<file path="src/logic/sri_pkg.sv">
package sri_pkg;
  // frame layout
  localparam int          FRAME_BITS     = 8;
  localparam logic [3:0]  FRAME_BITS_C   = 4'h8;
  localparam int          SUM_POS        = 4;
  // register addresses of the serial map
  localparam logic [3:0]  ADDR_MODE      = 4'h0;
  localparam logic [3:0]  ADDR_VOLT      = 4'h1;
  localparam logic [3:0]  ADDR_WAKE      = 4'h2;
  localparam logic [3:0]  ADDR_BUS       = 4'h4;
  localparam logic [3:0]  ADDR_HIGH      = 4'h6;
  localparam logic [3:0]  ADDR_LOW       = 4'h8;
  localparam logic [3:0]  ADDR_TIMING    = 4'ha;
  localparam logic [3:0]  ADDR_MUX       = 4'hc;
  localparam logic [3:0]  ADDR_CONFIG    = 4'hd;
  localparam logic [3:0]  ADDR_IRQ       = 4'he;
  // pair index (address bits 3:1)
  localparam logic [2:0]  PAIR_MODE      = 3'h0;
  localparam logic [2:0]  PAIR_MUX       = 3'h6;
  // mode control fields
  localparam int          MODE_OVS_POS   = 3;
  localparam int          MODE_PULL_POS  = 2;
  localparam int          MODE_HI_POS    = 1;
  localparam int          MODE_LO_POS    = 0;
  localparam logic [1:0]  MODE_WD_CLEAR  = 2'h3;
  // reset values
  localparam logic [3:0]  MODE_RESET     = 4'hc;
  localparam logic [3:0]  WAKE_RESET     = 4'hf;
  localparam logic [3:0]  CTRL_RESET     = 4'h0;
  localparam logic [1:0]  MODE_SEL_RESET = 2'h0;
  // host command port
  localparam logic [1:0]  HOST_TX        = 2'h0;
  localparam logic [1:0]  HOST_STAT      = 2'h1;
  localparam logic [1:0]  HOST_RX        = 2'h2;
  localparam int          HOST_BUSY_POS  = 0;
  localparam int          HOST_DONE_POS  = 1;
  // timing
  localparam int          CLK_NS         = 25;
  localparam int          SCLK_HALF_NS   = 500;
  localparam logic [7:0]  SCLK_HALF_CYC  =
    8'((SCLK_HALF_NS + CLK_NS - 1) / CLK_NS);

  function automatic logic [3:0] ctrl_reset_val(input logic [2:0] pair);
    if (pair == PAIR_MODE)
      return MODE_RESET;
    else if (pair == 3'h1)
      return WAKE_RESET;
    else
      return CTRL_RESET;
  endfunction
endpackage

</file>
<file path="src/logic/sri_link_if.sv">
`timescale 1ns/1ps
interface sri_link_if;
  logic cs_n;
  logic sclk;
  logic mosi;
  logic miso;
  logic miso_oe_n;
  logic miso_line;

  // released line floats high via pull
  assign miso_line = miso_oe_n ? 1'b1 : miso;

  modport dev  (input cs_n, input sclk, input mosi,
                output miso, output miso_oe_n);
  modport host (output cs_n, output sclk, output mosi,
                input miso_line);
endinterface

</file>
<file path="src/logic/sri_sync.sv">
`timescale 1ns/1ps
module sri_sync #(
  parameter logic INIT = 1'b0
) (
  // clock and reset
  input  wire logic clk,
  input  wire logic resetn,
  // pin in, filtered level out
  input  wire logic d,
  output logic      q
);
  logic s1_r;
  logic s2_r;
  logic s3_r;
  logic q_r;

  // level changes only once stages two and three agree
  always_ff @(posedge clk) begin
    if (!resetn) begin
      s1_r <= INIT;
      s2_r <= INIT;
      s3_r <= INIT;
      q_r  <= INIT;
    end else begin
      s1_r <= d;
      s2_r <= s1_r;
      s3_r <= s2_r;
      q_r  <= (s2_r == s3_r) ? s2_r : q_r;
    end
  end

  assign q = q_r;
endmodule

</file>
<file path="src/logic/sri_device.sv">
// Notes on behaviour
// - one byte each way per select
// - master sends address then control nibble
// - reply summary nibble then register status
// - select fall starts, drives, snapshots status
// - shift on rising, sample on falling
// - valid only with eight sampling edges
// - select rise commits control nibble
// - output released while select high
// - bits reset per their reset causes
// - even writes, odd reads except config 0xd, pair shares status
// - summary nibble sits in bits 7:4
// - summary bits OR voltage, bus, high-side, low-side status
// - mode write returns voltage status
// - bit 3 overvoltage shutdown, reset one
// - bit 2 bus pull-up and wake threshold
// - mode bits decode normal/stop/sleep/clear
// - voltage nibble ov, uv, overtemp, battery_fail_flag
// - battery fail set at power-on, access clears
// - each control write returns its status, mux pair returns zero
//
// Chosen here: the plain strobed port.
`timescale 1ns/1ps
module sri_device
  import sri_pkg::*;
(
  // clock and power-on reset
  input  wire logic       clk,
  input  wire logic       resetn,
  // further reset causes
  input  wire logic       reset_mode,
  input  wire logic       ext_reset,
  // serial link
  sri_link_if.dev         link,
  // live status
  input  wire logic       supply_overvoltage,
  input  wire logic       supply_undervoltage,
  input  wire logic       regulator_overtemp_warning,
  input  wire logic [3:0] wake_input_status,
  input  wire logic [3:0] bus_transceiver_status,
  input  wire logic [3:0] high_side_status,
  input  wire logic [3:0] low_side_status,
  input  wire logic [3:0] watchdog_status,
  input  wire logic [3:0] interrupt_source,
  // mode control
  output logic            overvoltage_shutdown_enable,
  output logic            bus_pullup_enable,
  output logic            mode_select_high,
  output logic            mode_select_low,
  output logic            watchdog_clear,
  output logic            battery_fail_flag,
  // other control registers
  output logic [3:0]      wake_input_control,
  output logic [3:0]      bus_transceiver_control,
  output logic [3:0]      high_side_control,
  output logic [3:0]      low_side_control,
  output logic [3:0]      timing_control,
  output logic [3:0]      analog_mux_control,
  output logic [3:0]      configuration,
  output logic [3:0]      interrupt_mask
);
  ////////////////////////////////////////////////////////////////////////////
  logic       cs_q;
  logic       sclk_q;
  logic       mosi_q;
  logic       cs_d_r;
  logic       sclk_d_r;
  logic       active_r;
  logic [3:0] fall_cnt_r;
  logic [3:0] rise_cnt_r;
  logic [7:0] rx_r;
  logic [3:0] addr_r;
  logic [3:0] sum_r;
  logic [3:0] snap_r [0:7];
  logic [3:0] ctrl_r [0:7];
  logic [3:0] cfg_r;
  logic       bat_r;
  logic       wd_clr_r;
  logic       miso_r;
  logic       oe_n_r;

  sri_sync #(.INIT(1'b1)) u_cs (
    .clk    (clk),
    .resetn (resetn),
    .d      (link.cs_n),
    .q      (cs_q)
  );
  sri_sync #(.INIT(1'b0)) u_sclk (
    .clk    (clk),
    .resetn (resetn),
    .d      (link.sclk),
    .q      (sclk_q)
  );
  sri_sync #(.INIT(1'b0)) u_mosi (
    .clk    (clk),
    .resetn (resetn),
    .d      (link.mosi),
    .q      (mosi_q)
  );

  ////////////////////////////////////////////////////////////////////////////
  // edges and decode
  wire        cs_fall    = cs_d_r & ~cs_q;
  wire        cs_rise    = ~cs_d_r & cs_q;
  wire        sclk_rise  = ~cs_q & ~sclk_d_r & sclk_q;
  wire        sclk_fall  = ~cs_q & sclk_d_r & ~sclk_q;
  wire [3:0]  volt_live  = {supply_overvoltage, supply_undervoltage,
                            regulator_overtemp_warning, bat_r};
  // summary is OR of four registers
  wire [3:0]  sum_live   = {|volt_live, |bus_transceiver_status,
                            |high_side_status, |low_side_status};
  wire [2:0]  pair       = addr_r[3:1];
  wire [7:0]  tx_word    = {sum_r, snap_r[pair]};
  wire [2:0]  tx_idx     = 3'(7 - int'(rise_cnt_r));
  wire        frame_ok   = active_r & cs_rise & (fall_cnt_r == FRAME_BITS_C);
  // even writes; odd config slot writes too
  wire        is_write   = ~addr_r[0] | (addr_r == ADDR_CONFIG);
  wire        other_rst  = reset_mode | ext_reset;
  wire [3:0]  ctrl_in    = rx_r[3:0];

  ////////////////////////////////////////////////////////////////////////////
  // frame tracking
  always_ff @(posedge clk) begin
    if (!resetn) begin
      cs_d_r     <= 1'b1;
      sclk_d_r   <= 1'b0;
      active_r   <= 1'b0;
      fall_cnt_r <= 4'h0;
      rise_cnt_r <= 4'h0;
      rx_r       <= 8'h00;
      addr_r     <= 4'h0;
    end else begin
      cs_d_r   <= cs_q;
      sclk_d_r <= sclk_q;
      if (cs_fall) begin
        active_r   <= 1'b1;
        fall_cnt_r <= 4'h0;
        rise_cnt_r <= 4'h0;
      end else if (cs_rise) begin
        active_r <= 1'b0;
      end
      if (sclk_fall && active_r) begin
        // sample on falling edge, msb first
        rx_r <= {rx_r[6:0], mosi_q};
        if (fall_cnt_r != 4'hf)
          fall_cnt_r <= fall_cnt_r + 4'h1;
        if (fall_cnt_r == 4'h3)
          addr_r <= {rx_r[2:0], mosi_q};
      end
      if (sclk_rise && active_r && rise_cnt_r != 4'hf)
        rise_cnt_r <= rise_cnt_r + 4'h1;
    end
  end

  always_ff @(posedge clk) begin
    if (!resetn) begin
      sum_r <= 4'h0;
      for (int i = 0; i < 8; i++)
        snap_r[i] <= 4'h0;
    end else if (cs_fall) begin
      sum_r     <= sum_live;
      snap_r[0] <= volt_live;
      // each pair returns its own status, except the mux pair, which returns zero
      snap_r[1] <= wake_input_status;
      snap_r[2] <= bus_transceiver_status;
      snap_r[3] <= high_side_status;
      snap_r[4] <= low_side_status;
      snap_r[5] <= watchdog_status;
      snap_r[6] <= 4'h0;
      snap_r[7] <= interrupt_source;
    end
  end

  ////////////////////////////////////////////////////////////////////////////
  // serial output
  always_ff @(posedge clk) begin
    if (!resetn) begin
      miso_r <= 1'b0;
      oe_n_r <= 1'b1;
    end else begin
      oe_n_r <= cs_q;
      if (cs_fall)
        miso_r <= sum_live[3];
      else if (sclk_rise && active_r)
        miso_r <= (rise_cnt_r < FRAME_BITS_C) ? tx_word[tx_idx] : 1'b0;
    end
  end

  ////////////////////////////////////////////////////////////////////////////
  // control registers
  always_ff @(posedge clk) begin
    if (!resetn) begin
      // shutdown and pull-up reset to one
      for (int i = 0; i < 8; i++)
        ctrl_r[i] <= ctrl_reset_val(3'(i));
      cfg_r    <= CTRL_RESET;
      wd_clr_r <= 1'b0;
    end else if (other_rst) begin
      // mode bits 3:2 keep, only power-on resets them
      ctrl_r[0] <= {ctrl_r[0][3:2], MODE_SEL_RESET};
      for (int i = 1; i < 8; i++)
        ctrl_r[i] <= ctrl_reset_val(3'(i));
      cfg_r    <= CTRL_RESET;
      wd_clr_r <= 1'b0;
    end else begin
      wd_clr_r <= 1'b0;
      if (frame_ok && is_write) begin
        if (addr_r == ADDR_CONFIG)
          cfg_r <= ctrl_in;
        else
          ctrl_r[pair] <= ctrl_in;
        // both mode bits set clears watchdog
        if (pair == PAIR_MODE && ctrl_in[1:0] == MODE_WD_CLEAR)
          wd_clr_r <= 1'b1;
      end
    end
  end

  always_ff @(posedge clk) begin
    if (!resetn)
      bat_r <= 1'b1;
    // any mode or voltage access clears
    else if (frame_ok && pair == PAIR_MODE)
      bat_r <= 1'b0;
  end

  ////////////////////////////////////////////////////////////////////////////
  assign link.miso                   = miso_r;
  assign link.miso_oe_n              = oe_n_r;
  assign overvoltage_shutdown_enable = ctrl_r[0][MODE_OVS_POS];
  assign bus_pullup_enable           = ctrl_r[0][MODE_PULL_POS];
  assign mode_select_high            = ctrl_r[0][MODE_HI_POS];
  assign mode_select_low             = ctrl_r[0][MODE_LO_POS];
  assign watchdog_clear              = wd_clr_r;
  assign battery_fail_flag           = bat_r;
  assign wake_input_control          = ctrl_r[1];
  assign bus_transceiver_control     = ctrl_r[2];
  assign high_side_control           = ctrl_r[3];
  assign low_side_control            = ctrl_r[4];
  assign timing_control              = ctrl_r[5];
  assign analog_mux_control          = ctrl_r[PAIR_MUX];
  assign configuration               = cfg_r;
  assign interrupt_mask              = ctrl_r[7];
endmodule

</file>
<file path="src/flat_wrapper.sv">
// flat-port wrapper written by rule: the top's interface ports become plain ports
module sri_device_flat import sri_pkg::*;
  (clk, resetn, reset_mode, ext_reset, supply_overvoltage, supply_undervoltage, regulator_overtemp_warning, wake_input_status, bus_transceiver_status, high_side_status, low_side_status, watchdog_status, interrupt_source, overvoltage_shutdown_enable, bus_pullup_enable, mode_select_high, mode_select_low, watchdog_clear, battery_fail_flag, wake_input_control, bus_transceiver_control, high_side_control, low_side_control, timing_control, analog_mux_control, configuration, interrupt_mask, link_cs_n, link_sclk, link_mosi, link_miso, link_miso_oe_n);
  sri_link_if link_i ();
  input  wire logic clk;
  input  wire logic resetn;
  input  wire logic reset_mode;
  input  wire logic ext_reset;
  input  wire logic supply_overvoltage;
  input  wire logic supply_undervoltage;
  input  wire logic regulator_overtemp_warning;
  input  wire logic [3:0] wake_input_status;
  input  wire logic [3:0] bus_transceiver_status;
  input  wire logic [3:0] high_side_status;
  input  wire logic [3:0] low_side_status;
  input  wire logic [3:0] watchdog_status;
  input  wire logic [3:0] interrupt_source;
  output logic overvoltage_shutdown_enable;
  output logic bus_pullup_enable;
  output logic mode_select_high;
  output logic mode_select_low;
  output logic watchdog_clear;
  output logic battery_fail_flag;
  output logic [3:0] wake_input_control;
  output logic [3:0] bus_transceiver_control;
  output logic [3:0] high_side_control;
  output logic [3:0] low_side_control;
  output logic [3:0] timing_control;
  output logic [3:0] analog_mux_control;
  output logic [3:0] configuration;
  output logic [3:0] interrupt_mask;
  input wire logic [$bits(link_i.cs_n)-1:0] link_cs_n;
  input wire logic [$bits(link_i.sclk)-1:0] link_sclk;
  input wire logic [$bits(link_i.mosi)-1:0] link_mosi;
  output wire logic [$bits(link_i.miso)-1:0] link_miso;
  output wire logic [$bits(link_i.miso_oe_n)-1:0] link_miso_oe_n;
  assign link_i.cs_n = link_cs_n;
  assign link_i.sclk = link_sclk;
  assign link_i.mosi = link_mosi;
  assign link_miso = link_i.miso;
  assign link_miso_oe_n = link_i.miso_oe_n;
  sri_device u_core (.clk(clk), .resetn(resetn), .reset_mode(reset_mode), .ext_reset(ext_reset), .link(link_i), .supply_overvoltage(supply_overvoltage), .supply_undervoltage(supply_undervoltage), .regulator_overtemp_warning(regulator_overtemp_warning), .wake_input_status(wake_input_status), .bus_transceiver_status(bus_transceiver_status), .high_side_status(high_side_status), .low_side_status(low_side_status), .watchdog_status(watchdog_status), .interrupt_source(interrupt_source), .overvoltage_shutdown_enable(overvoltage_shutdown_enable), .bus_pullup_enable(bus_pullup_enable), .mode_select_high(mode_select_high), .mode_select_low(mode_select_low), .watchdog_clear(watchdog_clear), .battery_fail_flag(battery_fail_flag), .wake_input_control(wake_input_control), .bus_transceiver_control(bus_transceiver_control), .high_side_control(high_side_control), .low_side_control(low_side_control), .timing_control(timing_control), .analog_mux_control(analog_mux_control), .configuration(configuration), .interrupt_mask(interrupt_mask));
endmodule
</file>
<file path="config.mk">
export PLATFORM = sky130hd
export DESIGN_NAME = sri_device_flat
export DESIGN_NICKNAME = d
export VERILOG_FILES = /design/src/logic/sri_pkg.sv /design/src/logic/sri_link_if.sv /design/src/logic/sri_sync.sv /design/src/logic/sri_device.sv /design/src/flat_wrapper.sv
export SDC_FILE = /design/constraint.sdc
export NUM_CORES = 1
export LEC_CHECK = 0
export BUFFER_PORTS_ARGS = -buffer_cell sky130_fd_sc_hd__clkbuf_2
export CAP_MARGIN = 15
export CORE_ASPECT_RATIO = 0.6
export CORE_MARGIN = 3
export CORE_UTILIZATION = 25
export DETAILED_ROUTE_END_ITERATION = 16
export PLACE_DENSITY = 0.43
export RECOVER_POWER = 25
export SKIP_CTS_REPAIR_TIMING = 1
export SLEW_MARGIN = 10
export SYNTH_ARGS = -nofsm -noshare
export SYNTH_HDL_FRONTEND = slang
export SYNTH_SLANG_ARGS = --single-unit
</file>
<file path="constraint.sdc">
create_clock -name clk -period 4.2 [get_ports clk]
set_input_delay 0.42 -clock clk [delete_from_list [all_inputs] [get_ports clk]]
set_output_delay 0.42 -clock clk [all_outputs]
set_load 0.02 [all_outputs]
</file>
-- Word level (Yosys, flattened, before mapping)
Memory sizes are Yosys's and may differ from the RTL's. A register that Yosys moved wholly into a read port is not among the register bits.
Index checks and enable logic that the tools add are counted.
- register bits after elaboration: 42
- bits in writable memories: 64
- word-level logic and storage cells: 145
- memories kept: 2
- add/subtract/negate cells: 3
- magnitude comparators: 2
- equal/unequal tests: 9
- multiplexer cells: 53
- bitwise logic cells: 33
- reductions and logical operators: 19
- memories (memory ; words ; width ; rd ports ; clocked after memory_dff ; wr ports ; line ; source):
    u_core.ctrl_r ; 8 ; 4 ; 8 ; 0 ; 8 ; sri_device.sv:75 ; logic [3:0] ctrl_r [0:7];
    u_core.snap_r ; 8 ; 4 ; 1 ; 1 ; 8 ; sri_device.sv:74 ; logic [3:0] snap_r [0:7];
- operator list (cell ; number):
    $mux W4 ; 29
    $mux W1 ; 20
    $reduce_or A4 Y1 ; 5
    $or A1 B1 Y1 ; 18
    $mux W3 ; 3
    $add A4 B1 Y4 const B ; 2
    $and A1 B1 Y1 ; 8
    $eq A4 B4 Y1 const B ; 2
    $ne A4 B4 Y1 const B ; 2
    $not A1 Y1 ; 7
    $logic_and A1 B1 Y1 ; 6
    $reduce_bool A2 Y1 ; 3
    $eq A4 B2 Y1 const B ; 1
    $lt A3 B4 Y1 const B ; 1
    $lt A4 B4 Y1 const B ; 1
    $reduce_and A2 Y1 ; 2
    $bmux W1 S3 ; 1
    $eq A1 B1 Y1 ; 3
    $logic_not A3 Y1 ; 1
    $reduce_or A3 Y1 ; 1
    $sub A3 B3 Y3 const A ; 1
    $eq A2 B2 Y1 const B ; 1
    $reduce_or A2 Y1 ; 1

-- Logic depth before layout (Yosys ltp)
- depth in word-level cells: 11
- depth in mapped cells: 7
- mapped depth without buffers: 7

-- Cells and area by module
A second synthesis with hierarchy kept.
- cell total of the unflattened synthesis: 373
- area total of the unflattened synthesis: 4400.5 µm²
- modules (own cells, without submodules) (module ; times used ; cells an instance ; area each (µm²) ; sequential area each (µm²)):
    sri_device ; 1 ; 343 ; 4050.1 ; 2462.4
    sri_sync (u_core.u_mosi ...) ; 2 ; 10 ; 118.9 ; 80.1
    sri_sync (u_core.u_cs) ; 1 ; 10 ; 112.6 ; 80.1

-- Worst setup path after synthesis
Ideal clock, no wire load.
- path kind: in2reg
- start: input port ext_reset
- end: memory u_core.ctrl_r[4][0] (enable)
- library setup time: 0.361 ns
- arrival time: 1.487 ns
- slack: 2.351 ns
- cell stages on the path: 5
- path buffers: 1
- cells stage by stage: nor2_1 nand2_1 or3_1 clkbuf_1 o21ai_0
- RTL lines (item ; line ; source):
    start: declaration ; flat_wrapper.sv:8 ; input wire logic ext_reset;
    end: declaration ; sri_device.sv:75 ;

==> flow_summary.yaml <==
drt:
  vias: 2898
  dr.pass1.iters: 4
  ant_nets: 0
  wirelength_mm: 10.1
  drtIter0Drc: 190
  viasPerCell: 4.33
  post-route-drc-count: 0
  drt-wirelength-per-cell_um: 15.1
placed_design:
  hpwl_mm: 7.33
  place_area_um2: 5010
  io_buffers: 73
  routabilityCongestion: 0.729
final_layout:
  num-fill-cells: 1719
  nNetsFinal: 475
  diodes: 0
  area.sequential_um2: 2700
  area_delta_synth_final_pct: 19.0
  multiInputGateArea_um2: 1610
  postLayoutCoreUtil_pct: 31.4
  drive_gt1_share_pct: 16.6
  stdcell_area_um2: 5260
yosys:
  yosysWarnings: 0
  synth_ff_type: "edfxtp_1"
  synth_nets: 408
  post-synth-top-count-cell: "edfxtp_1"
  synth_mux_area_share_pct: 5.83
  netlist.area_leader.share_pct: 40.8
  postSynthCellCount: 369
  synth_cell_types: 50
  synth_compound_area_share_pct: 7.33
  synth-edff-count: 60
  yosys.area_share.simple_pct: 21.9
  syn-cell-area_um2: 4420
  ys_ff_latch: 105
  syn_avg_cell_area_um2: 12.0
  synthXorXnorAreaFrac_pct: 0
  synth_top_family_by_area: "simple AND/OR/NAND/NOR gates"
  yosysSeqAreaShare_pct: 61.1
  yosysTopAreaCell: "edfxtp_1"
  synthArstFlopShare_pct: 0
  synth_adder_area_share_pct: 1.42
  yosys-top-cells-area: "edfxtp_1 41%, dfxtp_1 20%, and2_1 5.5%"
  synth_commonest_cells: "60 x edfxtp_1, 45 x dfxtp_1, 39 x and2_1, 27 x and3_1, 21 x nor2_1"
outcome:
  status: "finished with violations"
  violations: "max-capacitance violations, max-slew violations"
setup_path:
  start_kind: "input port"
  worst_setup_path_end_kind: "register"
  cpPeakStageDelay_ns: 1.20
  reg2reg_slack_ns: 1.93
  r2r_cells: 5
  cp_common_cell: "clkbuf_1"
  r2r_start: "u_core.u_cs.q$_SDFFE_PN1N_"
  critPathRequiredTime_ns: 4.46
  rr_endpoint: "u_core.snap_r[7][1]$_SDFFCE_PN0P_"
  crit_chain: "clkbuf_1, clkbuf_1, o21ai_0, a31oi_1"
  crit_fanout: 41
  worst_ep_arrival_time_ns: 2.78
  slowest_stage: "clkbuf_1"
  worstSetupPathType: "input port to register"
clock_network:
  clock_latency_ns: 0.34
  cts_tree: "done"
  clk_pin_slew_ns: 0.07
  clockBufferDepth: 2
  cts.sink_count: 105
  htreeDepth: 3
  cts_buffers: 9
  clockRootBuffer: "clkbuf_16"
power_and_ir_drop:
  powerDensity_nw_per_um2: 383
  vdd_drop_max_mv: 0.190
  power_leakage_nw: 2.05
  p_clk_share_pct: 41.3
  switching_share_pct: 21.0
  switching_power_uw: 424
  pwr-share-seq_pct: 55.2
  combPwrFrac_pct: 3.5
  p_int_mw: 1.59
sta:
  fin_crit_ns: 2.52
  fin_crit_sh_pct: 60.0
  finalHoldViolations: 0
  fmax_ghz: 0.397
  setup_tns_ns: 0
  relSlewSlack_pct: -4.06
  tightest_slew_ns: 1.56
  drv_slew: 42
  setup_viol_count_final: 0
  fin_skew_ns: 0.00577
  rsz0062_at_grt: "false"
  holdWs_ns: 0.252
min_path:
  hold_start: "link_cs_n"
  hold_depth: 2
  min_path_type: "input port to register"
  hold_path_end: "u_core.u_cs.s1_r$_SDFF_PN1_"
floorplan:
  dieArea_um2: 19400
  die_w_um: 178
  pin_count: 74
  start_util_pct: 26.4
  core_area_um2: 16800
  die_h_um: 109
  rows: 36
grt:
  grt_max_degree: 42
  grt.overflow.total: 0
  grt_usage_pct: 10.7
  antenna_found_initial: 0
  grt_pass1_vias: 2881
  grt_pass1_wl_mm: 15.8
flow_run:
  cap_viol_max_count: 1
[worst max-delay path: cells and delay by family]
family          cells  cell delay (ns)
compound gates      2             0.48
buf+inv             2             1.87
[per-stage QoR]
stage                     setup slack, ns  total power, mW  cells
after CTS                            1.89             2.05    669
after global routing                 1.40             2.10    669
after detailed placement             1.70             1.21    653
after global placement               1.80             1.21    653
after floorplan                      2.35             1.17    369
final                                1.68             2.02    669
[worst max-delay path by stage]
stage | cells after the start | startpoint | endpoint | slack (ns)
after CTS | 5 | u_core.u_cs.q$_SDFFE_PN1N_ | u_core.snap_r[7][1]$_SDFFCE_PN0P_ | 1.89
after global routing | 4 | resetn | u_core.link.miso$_SDFFE_PN0P_ | 1.40
after global placement | 5 | resetn | u_core.ctrl_r[3][3]$_SDFFCE_PN0P_ | 1.80
final | 4 | resetn | u_core.link.miso$_SDFFE_PN0P_ | 1.68
after floorplan | 5 | ext_reset | u_core.ctrl_r[4][0]$_SDFFCE_PN0P_ | 2.35
after detailed placement | 5 | resetn | u_core.ctrl_r[3][3]$_SDFFCE_PN0P_ | 1.70
[routing by layer]
layer	vias to the layer above	GRT usage, %	routed length [µm]
li1	1461	-	-
met1	1374	16.4	5580
met2	56	14.4	3920
met3	7	3.44	490
met4	0	2.52	83
met5	-	0	0
[sequential cells by signal (all words and copies together), names as in the netlist, 4 cells and up, named ones only]
register / cells
u_core.addr_r: 4
u_core.configuration: 4
u_core.ctrl_r: 32
u_core.fall_cnt_r: 4
u_core.rise_cnt_r: 4
u_core.rx_r: 4
u_core.snap_r: 28
u_core.sum_r: 4
[kinds of logic (layout without fill, tap and decap cells)]
group,count (synthesis),count (layout)
DFF,105,105
muxes,24,24
AOI/OAI and AO/OA,49,49
buffers and inverters,26,98
adders and majority gates,5,5
and+or+nand+nor,160,160
[placed cells by master (no fill, tap or decap), types with 3 or more instances in the layout]
cell	instances
a21boi_0	8
a21oi_1	8
a221oi_1	4
a22o_1	3
and2_1	37
and3_1	27
clkbuf_1	32
clkbuf_16	9
clkbuf_2	42
dfxtp_1	45
edfxtp_1	60
ha_1	5
inv_1	6
mux2_2	4
mux2i_1	19
nand2_1	20
nand2b_1	7
nand3_1	4
nor2_1	21
nor2b_1	15
o21ai_0	14
or3_1	8
[power by group through the flow]
stage | clock network, mW | logic, mW | registers (mW)
2_1_floorplan | 0 | 0.0283 | 1.15
3_3_place_gp | 0 | 0.0726 | 1.14
3_5_place_dp | 0 | 0.0732 | 1.14
4_1_cts | 0.860 | 0.0734 | 1.11
5_1_grt | 0.902 | 0.0774 | 1.12
6_report | 0.833 | 0.0700 | 1.11
[area by class of cell]
| cell class | instances | share of cell area [%] |
|---|---|---|
| multi-input cells | 238 | 30.6 |
| clock buffers | 9 | 4.28 |
| repair buffers | 76 | 6.56 |
| well taps | 228 | 5.42 |
| inverters | 6 | 0.428 |
| flip-flops and latches | 105 | 51.4 |
| clock inverters | 7 | 1.36 |
No activity file was read; power rests on OpenSTA's default activity.
